<file path="config.mk">
export PLATFORM = sky130hd
export DESIGN_NAME = vc0cap_register
export DESIGN_NICKNAME = d
export VERILOG_FILES = /design/src/pkg/vc0cap_pkg.sv /design/src/hw/vc0cap_register.sv
export VERILOG_INCLUDE_DIRS = /design/src /design/src/pkg
export SDC_FILE = /design/constraint.sdc
export NUM_CORES = 1
export LEC_CHECK = 0
export BUFFER_PORTS_ARGS = -buffer_cell sky130_fd_sc_hd__buf_2
export CAP_MARGIN = 20
export CORE_MARGIN = 4
export CORE_UTILIZATION = 25
export CTS_CLUSTER_DIAMETER = 30
export CTS_CLUSTER_SIZE = 14
export DETAILED_ROUTE_END_ITERATION = 8
export HOLD_SLACK_MARGIN = 0.1
export PLACE_DENSITY = 0.85
export SETUP_SLACK_MARGIN = 0.05
export SYNTH_ARGS = -nofsm -noshare
export SYNTH_HDL_FRONTEND = slang
export SYNTH_SLANG_ARGS = --single-unit
</file>
<file path="constraint.sdc">
create_clock -name clk_sys -period 0.9 [get_ports clk_sys]
set_input_delay 0.18 -clock clk_sys [delete_from_list [all_inputs] [get_ports clk_sys]]
set_output_delay 0.18 -clock clk_sys [all_outputs]
set_load 0.02 [all_outputs]
</file>
<file path="src/pkg/vc0cap_consts.svh">
// Purpose: constants for the vc0 resource capability register
// Assumes: byte-addressed extended configuration space, dword access
// Notes:   offset, address width and the table, slot and scheme field values of the block; field positions are set by the package struct
`ifndef VC0CAP_CONSTS_SVH
`define VC0CAP_CONSTS_SVH

// ----------------------------------------------------------------
// register placement
// ----------------------------------------------------------------
`define VC0CAP_OFFSET        12'h160
`define VC0CAP_RESET         32'h0000_0001

// ----------------------------------------------------------------
// field values
// ----------------------------------------------------------------
`define VC0CAP_TABLE_LOC     8'h00
`define VC0CAP_SLOT_LIMIT    7'h00
`define VC0CAP_SCHEMES       8'h01
`define VC0CAP_ADDR_W        12
`define VC0CAP_UNMAPPED      32'h0000_0000

`endif

</file>
<file path="src/pkg/vc0cap_pkg.sv">
// Purpose: types for the vc0 resource capability register
// Assumes: constants come from vc0cap_consts.svh
// Notes:   field layout follows the register bit map, msb first
`include "vc0cap_consts.svh"
package vc0cap_pkg;

  // ----------------------------------------------------------------
  // register layout
  // ----------------------------------------------------------------
  typedef struct packed {
    logic [7:0] arbTableLocation;   // 31:24
    logic       rsvdHigh;           // 23
    logic [6:0] slotLimit;          // 22:16
    logic       snoopRefusal;       // 15
    logic       advancedPacketOnly; // 14
    logic [5:0] rsvdLow;            // 13:8
    logic [7:0] portArbiterSchemes; // 7:0
  } vc0cap_reg_t;

  // ----------------------------------------------------------------
  // configuration request and answer
  // ----------------------------------------------------------------
  typedef struct packed {
    logic                      rd;
    logic                      wr;
    logic [`VC0CAP_ADDR_W-1:0] addr;
    logic [31:0]               wdata;
  } vc0cap_req_t;

  typedef struct packed {
    logic        ack;
    logic        hit;
    logic [31:0] rdata;
  } vc0cap_rsp_t;

endpackage

</file>
<file path="src/hw/vc0cap_register.sv">
// Purpose: read-only vc0 resource capability register of the bridge
// Assumes: one request per cycle, answered the cycle after it is taken
// Notes:   writes are acknowledged and dropped; the value is a constant
`include "vc0cap_consts.svh"

module vc0cap_register (
  // clock and reset
  input  wire logic                 clk_sys,
  input  wire logic                 rst,
  // configuration access
  input  wire vc0cap_pkg::vc0cap_req_t req,
  output vc0cap_pkg::vc0cap_rsp_t   rsp
);

  // ----------------------------------------------------------------
  // overview
  // ----------------------------------------------------------------
  // every configuration access is answered one cycle after it is taken.
  // only a read of offset 160h returns data; every other access answers
  // with zero data, so software probing nearby offsets sees a clean miss.
  // nothing here is writable, so there is no write enable and no storage.
  // limitation: the address compare is the full 12 bits, so a byte or
  // word access that does not start at 160h is treated as a miss.
  // the answer is the only state; reset clears it to all zero.

  // ----------------------------------------------------------------
  // constant capability value
  // ----------------------------------------------------------------
  vc0cap_pkg::vc0cap_reg_t capValue;
  logic                    hit;

  // bit map of the word handed to software:
  //   31:24 table location, zero as no port table exists
  //   23    reserved
  //   22:16 slot limit, zero as time-slot arbitration is absent
  //   15    snoop refusal, zero as the bridge is no root port
  //   14    advanced-packet-only flag, zero
  //   13:8  reserved
  //   7:0   scheme mask: bit 0 fixed round-robin, bits 1-3 weighted 32/64/128,
  //         bit 4 time-based 128, bit 5 weighted 256, bits 6-7 reserved
  // fields are tied, so no write path can ever reach them
  always_comb begin
    capValue.arbTableLocation   = `VC0CAP_TABLE_LOC;
    capValue.rsvdHigh           = 1'b0;
    capValue.slotLimit          = `VC0CAP_SLOT_LIMIT;
    capValue.snoopRefusal       = 1'b0;
    capValue.advancedPacketOnly = 1'b0;
    capValue.rsvdLow            = 6'h00;
    capValue.portArbiterSchemes = `VC0CAP_SCHEMES;
  end

  assign hit = (req.addr == `VC0CAP_OFFSET);

  // ----------------------------------------------------------------
  // per-bit tie-off check
  // ----------------------------------------------------------------
  // each bit is compared on its own so a misplaced struct field names the
  // bit position; the reset word is the only value the register ever has
  localparam logic [31:0] CAP_WORD = `VC0CAP_RESET;
  for (genvar bitIdx = 0; bitIdx < 32; bitIdx++) begin : g_cap_bit
    a_cap_bit_tie: assert property (@(posedge clk_sys) disable iff (rst)
      capValue[bitIdx] == CAP_WORD[bitIdx])
      else $error("capability bit tied to wrong level");
  end

  // ----------------------------------------------------------------
  // request qualification
  // ----------------------------------------------------------------
  logic anyReq;
  logic readHit;
  logic writeHit;
  logic writeOnly;

  // a combined rd and wr is served as a read, so only a pure write counts as one
  assign anyReq    = req.rd | req.wr;
  assign readHit   = req.rd & hit;
  assign writeHit  = req.wr & hit;
  assign writeOnly = req.wr & ~req.rd;

  // ----------------------------------------------------------------
  // answer path
  // ----------------------------------------------------------------
  vc0cap_pkg::vc0cap_rsp_t next_rsp;

  // registered answer keeps rdata on flip-flops; the cost is one cycle of
  // latency on every access, hit or miss. misses still answer, so a probe
  // of a neighbouring offset never leaves the requester waiting
  // writes acked like reads but never stored
  always_comb begin
    next_rsp.ack   = req.rd | req.wr;
    next_rsp.hit   = (req.rd | req.wr) & hit;
    next_rsp.rdata = `VC0CAP_UNMAPPED;
    if (req.rd && hit) begin
      next_rsp.rdata = capValue;
    end
  end

  // async clear gives an all-zero answer while reset is held
  always_ff @(posedge clk_sys or posedge rst) begin
    if (rst) begin
      rsp <= '0;
    end else begin
      rsp <= next_rsp;
    end
  end

  // ----------------------------------------------------------------
  // checks
  // ----------------------------------------------------------------
  a_read_value: assert property (@(posedge clk_sys) disable iff (rst)
    (req.rd && hit) |=> (rsp.rdata == `VC0CAP_RESET && rsp.ack))
    else $error("capability read returned wrong value");
  a_table_loc: assert property (@(posedge clk_sys) disable iff (rst)
    $past(req.rd && hit) |-> rsp.rdata[31:24] == 8'h00)
    else $error("table location not zero");
  a_slot_limit: assert property (@(posedge clk_sys) disable iff (rst)
    $past(req.rd && hit) |-> rsp.rdata[22:16] == 7'h00)
    else $error("slot limit not zero");
  a_snoop_bit: assert property (@(posedge clk_sys) disable iff (rst)
    $past(req.rd && hit) |-> !rsp.rdata[15])
    else $error("snoop refusal bit set");
  a_adv_bit: assert property (@(posedge clk_sys) disable iff (rst)
    $past(req.rd && hit) |-> !rsp.rdata[14])
    else $error("advanced packet bit set");
  a_reserved_zero: assert property (@(posedge clk_sys) disable iff (rst)
    $past(req.rd && hit) |-> (rsp.rdata[23] == 1'b0 && rsp.rdata[13:8] == 6'h00))
    else $error("reserved bits not zero");
  a_scheme_onehot: assert property (@(posedge clk_sys) disable iff (rst)
    $past(req.rd && hit) |-> $onehot(rsp.rdata[7:0]))
    else $error("scheme mask not one-hot");
  a_scheme_value: assert property (@(posedge clk_sys) disable iff (rst)
    $past(req.rd && hit) |-> rsp.rdata[7:0] == 8'h01)
    else $error("scheme mask not fixed round-robin");
  a_write_ignored: assert property (@(posedge clk_sys) disable iff (rst)
    (req.wr && hit) ##1 (req.rd && hit) |=> (rsp.rdata == `VC0CAP_RESET))
    else $error("write altered capability value");
  a_write_acked: assert property (@(posedge clk_sys) disable iff (rst)
    writeOnly |=> rsp.ack && rsp.rdata == `VC0CAP_UNMAPPED)
    else $error("write not acknowledged cleanly");

  // ----------------------------------------------------------------
  // answer shape checks
  // ----------------------------------------------------------------
  // a hit sets both ack and hit in the answer
  a_hit_flag: assert property (@(posedge clk_sys) disable iff (rst)
    (anyReq && hit) |=> (rsp.ack && rsp.hit))
    else $error("hit not flagged in answer");
  // a miss still answers, with no hit and no data
  a_miss_zero: assert property (@(posedge clk_sys) disable iff (rst)
    (anyReq && !hit) |=> (rsp.ack && !rsp.hit && rsp.rdata == `VC0CAP_UNMAPPED))
    else $error("miss answered wrongly");
  // an idle cycle leaves the answer quiet
  a_idle_quiet: assert property (@(posedge clk_sys) disable iff (rst)
    !anyReq |=> (!rsp.ack && !rsp.hit && rsp.rdata == `VC0CAP_UNMAPPED))
    else $error("answer without request");
  // ack only ever follows a request
  a_ack_source: assert property (@(posedge clk_sys) disable iff (rst)
    rsp.ack |-> $past(anyReq))
    else $error("ack without a request");

  // read and write together is served as a read
  a_both_as_read: assert property (@(posedge clk_sys) disable iff (rst)
    (readHit && req.wr) |=> (rsp.rdata == `VC0CAP_RESET))
    else $error("combined access not served as read");
  // a pure write hit is flagged but returns no data
  a_write_no_data: assert property (@(posedge clk_sys) disable iff (rst)
    (writeHit && !req.rd) |=> (rsp.hit && rsp.rdata == `VC0CAP_UNMAPPED))
    else $error("write hit returned data");
  // data appears only after a read hit
  a_rdata_only_read: assert property (@(posedge clk_sys) disable iff (rst)
    (rsp.rdata != `VC0CAP_UNMAPPED) |-> $past(readHit))
    else $error("data without read hit");
  // hit never stands without ack
  a_hit_needs_ack: assert property (@(posedge clk_sys) disable iff (rst)
    rsp.hit |-> rsp.ack)
    else $error("hit without ack");

  // back-to-back reads see the same word
  a_stable_value: assert property (@(posedge clk_sys) disable iff (rst)
    readHit ##1 readHit |=> $stable(rsp.rdata))
    else $error("capability value changed between reads");
  // reserved scheme bits stay clear
  a_scheme_reserved: assert property (@(posedge clk_sys) disable iff (rst)
    $past(readHit) |-> (rsp.rdata[7:6] == 2'h0))
    else $error("reserved scheme bits set");
  // hit flag only for an access to the register offset
  a_hit_source: assert property (@(posedge clk_sys) disable iff (rst)
    rsp.hit |-> $past(anyReq && hit))
    else $error("hit flagged for another offset");
  // an offset not on the dword boundary never hits
  a_addr_exact: assert property (@(posedge clk_sys) disable iff (rst)
    (anyReq && req.addr[1:0] != 2'h0) |=> !rsp.hit)
    else $error("unaligned offset hit");

  // ----------------------------------------------------------------
  // per-bit answer check
  // ----------------------------------------------------------------
  // only bit 0 can ever be set in any answer, so every other bit of
  // rdata is watched on its own against stray logic
  for (genvar ansIdx = 1; ansIdx < 32; ansIdx++) begin : g_ans_bit
    a_ans_bit_zero: assert property (@(posedge clk_sys) disable iff (rst)
      !rsp.rdata[ansIdx])
      else $error("answer bit other than bit 0 set");
  end

  c_read_hit:   cover property (@(posedge clk_sys) disable iff (rst) req.rd && hit);
  c_write_hit:  cover property (@(posedge clk_sys) disable iff (rst) req.wr && hit);
  c_write_read: cover property (@(posedge clk_sys) disable iff (rst) (req.wr && hit) ##1 (req.rd && hit));
  c_miss:       cover property (@(posedge clk_sys) disable iff (rst) req.rd && !hit);
  c_both_rw:    cover property (@(posedge clk_sys) disable iff (rst) readHit && req.wr);

endmodule

</file>
==> run_results.csv <==
group,metric,value,unit
final_layout,fin_area,422,um^2
place,place_ws,0.0531,ns
place,place_area,367,um^2
floorplan,rows,13,
final_layout,largestRegisters,"rsp x3",
place,port_buffers,18,
clock_network,clock-root-buffer,"clkbuf_4",
grt,gr-total-overflow,0,
grt,grt_pass1_wl,669,um
sta,fin_ws,0.0000172,ns
routing,drc,0,
final_layout,largest_register_ffs,3,
outcome,status,"complete, no violations",
worst_setup_path,crit_path_end_kind,"output port",
synthesis,yosys_warnings,0,
pwr,p_leak,0.254,nW
worst_setup_path,critPathSlowestCell,"dfrtp_1",
floorplan,die_h,46.9,um
clock_network,numCtsBuffers,3,
job,cap_violations,0,
final_layout,fill_cells,155,
clock_network,cts_max_path_buffers,2,
grt,grt_start_max_net_pins,4,
worst_setup_path,cp-start-kind,"flip-flop",
worst_setup_path,crit_family,"flip-flops",
place,place.gp.congestion,0.494,
routing,detail_route.wl_per_cell,8.63,um
clock_network,htreeDepth,1,
sta,rsz0062_at_grt,"true",
min_path,worst_hold_path.endpoint,"rsp[33]$_DFF_PP0_",
clock_network,post_cts_buffers,0,
final_layout,largest_register,"rsp",
min_path,hp-class,"in -> reg",
worst_setup_path,arrival,0.72,ns
clock_network,clkTransAtPathRegs,0.03,ns
grt,grtUsageTotal,5.42,%
synthesis,synthTopCellsByArea,"buf_4 (62%), dfrtp_1 (20%), and4bb_2 (3.3%)",
final_layout,area_growth,11.6,%
sta,hold_ws,0.174,ns
synthesis,synth-seq-cells,3,
floorplan,start_util,27.7,%
synthesis,syn_area_per_cell,8.21,um^2
final_layout,nets,117,
routing,drt_iter0_markers,0,
routing,vias_per_cell,3.25,
worst_setup_path,crit_chain,"buf_6",
worst_setup_path,crit_buf_inv,1,
synthesis,synth.largest_area_cell,"buf_4",
sta,fin_tns_setup,0,ns
synthesis,syn-cell-area,378,um^2
worst_setup_path,cp.required,0.72,ns
sta,slew_violations,0,
sta,timing.final.crit_share,100,%
worst_setup_path,max_stage_delay,0.36,ns
floorplan,ioPinCount,82,
floorplan,dieArea,2200,um^2
min_path,hold_path_startpoint,"req[44]",
synthesis,synth_top_area_share,61.6,%
worst_setup_path,critPathMaxFanout,1,
sta,max_freq,1110,MHz
worst_setup_path,worst-setup-path-type,"reg -> out",
floorplan,coreArea,1370,um^2
clock_network,clock-sinks,3,
final_layout,drive_above_1_share,35.3,%
routing,ant_nets,0,
routing,dr.pass1.iters,1,
floorplan,die_w,46.9,um
routing,drt_wl_total,716,um
place,dp_hpwl,603,um
pwr,power_density,1290,nW/um^2
min_path,hold_depth,2,
pwr,vdd_drop_max,261,uV
synthesis,yosysUniqueCellTypes,11,
sta,setup_viol,0,
grt,grt_pass1_vias,211,
routing,via_count,270,
clock_network,cts_tree,"done",
pwr,power,0.546,mW
synthesis,synth_cells,46,
synthesis,yosysSeqAreaShare,19.9,%
grt,antenna_found_initial,0,
sta,finalCriticalPeriod,0.900,ns
final_layout,num_antenna_cells,0,
sta,finalHoldViolations,0,
[cell type report]
cell class	instances	area [um^2]	area share (%)
timing repair buffer	19	119	28.2
inverter	1	3.75	0.890
multi-input combinational	41	179	42.4
tap	15	18.8	4.45
sequential	3	75.1	17.8
clock buffer	4	26.3	6.23
[per-stage QoR]
stage,utilization [%],cells
after detailed placement,26.8,78
after global routing,30.9,83
after CTS,30.9,83
final,30.9,83
after floorplan,-,76
after global placement,26.8,78
[cell usage in the layout, fill, tap and decap left out]
master | netlist | final
clkbuf_4 | 0 | 3
or2_2 | 1 | 1
and4bb_2 | 1 | 1
nand3_1 | 2 | 2
clkbuf_1 | 0 | 1
buf_2 | 0 | 15
buf_6 | 0 | 3
dfrtp_1 | 3 | 3
dlygate4sd3_1 | 0 | 1
nor2b_1 | 1 | 1
nand2_1 | 1 | 1
nor4_2 | 1 | 1
conb_1 | 1 | 31
inv_1 | 1 | 1
nor2_1 | 3 | 3
[where the power goes]
| part | switching, mW | leakage, nW | total (mW) | internal, mW |
|---|---|---|---|---|
| Sequential | 0.00101 | 0.0382 | 0.139 | 0.138 |
| Clock | 0.0662 | 0.0150 | 0.232 | 0.166 |
| Combinational | 0.138 | 0.200 | 0.175 | 0.0368 |
| Total | 0.205 | 0.254 | 0.546 | 0.341 |
[synth_stat cells, drive strengths merged]
master / instances
buf: 31
nor2: 3
nor2b: 1
nand2: 1
nand3: 2
inv: 1
dfrtp: 3
or2: 1
conb: 1
and4bb: 1
nor4: 1
[worst max-delay path by stage]
| stage | start | end | slack, ns | depth (start not counted) |
|---|---|---|---|---|
| after floorplan | req[44] | rsp[32]$_DFF_PP0_ | 0.22 | 3 |
| after global placement | req[43] | rsp[32]$_DFF_PP0_ | 0.08 | 4 |
| after detailed placement | req[43] | rsp[32]$_DFF_PP0_ | 0.05 | 4 |
| after CTS | rsp[33]$_DFF_PP0_ | rsp[33] | -0.01 | 1 |
| after global routing | rsp[33]$_DFF_PP0_ | rsp[33] | -0.02 | 1 |
| final | rsp[33]$_DFF_PP0_ | rsp[33] | 0.00002 | 1 |
[layer usage]
metal	up-vias	track usage, %	part of all wire (%)	wire, um
met4	0	11.6	2.0	14
met1	115	1.59	18	126
li1	125	-	-	-
met3	2	1.15	22	161
met2	28	10.6	58	412
met5	-	0	0	0
[timing repair]
action	in CTS	in global routing
pin swaps	0	0
resized for setup	6	0
hold buffers	1	0
endpoints found under the hold margin	3	0
endpoints found under the setup margin	3	3
[logic make-up (layout without fill, tap and decap cells)]
family / after synthesis / in the layout / share of synthesized area, %
buffers and inverters: 32 / 24 / 62.6
other: 1 / 31 / 0.992
flip-flops: 3 / 3 / 19.9
AND/OR/NAND/NOR: 10 / 10 / 16.6
Power figures use the tool's default switching activity.
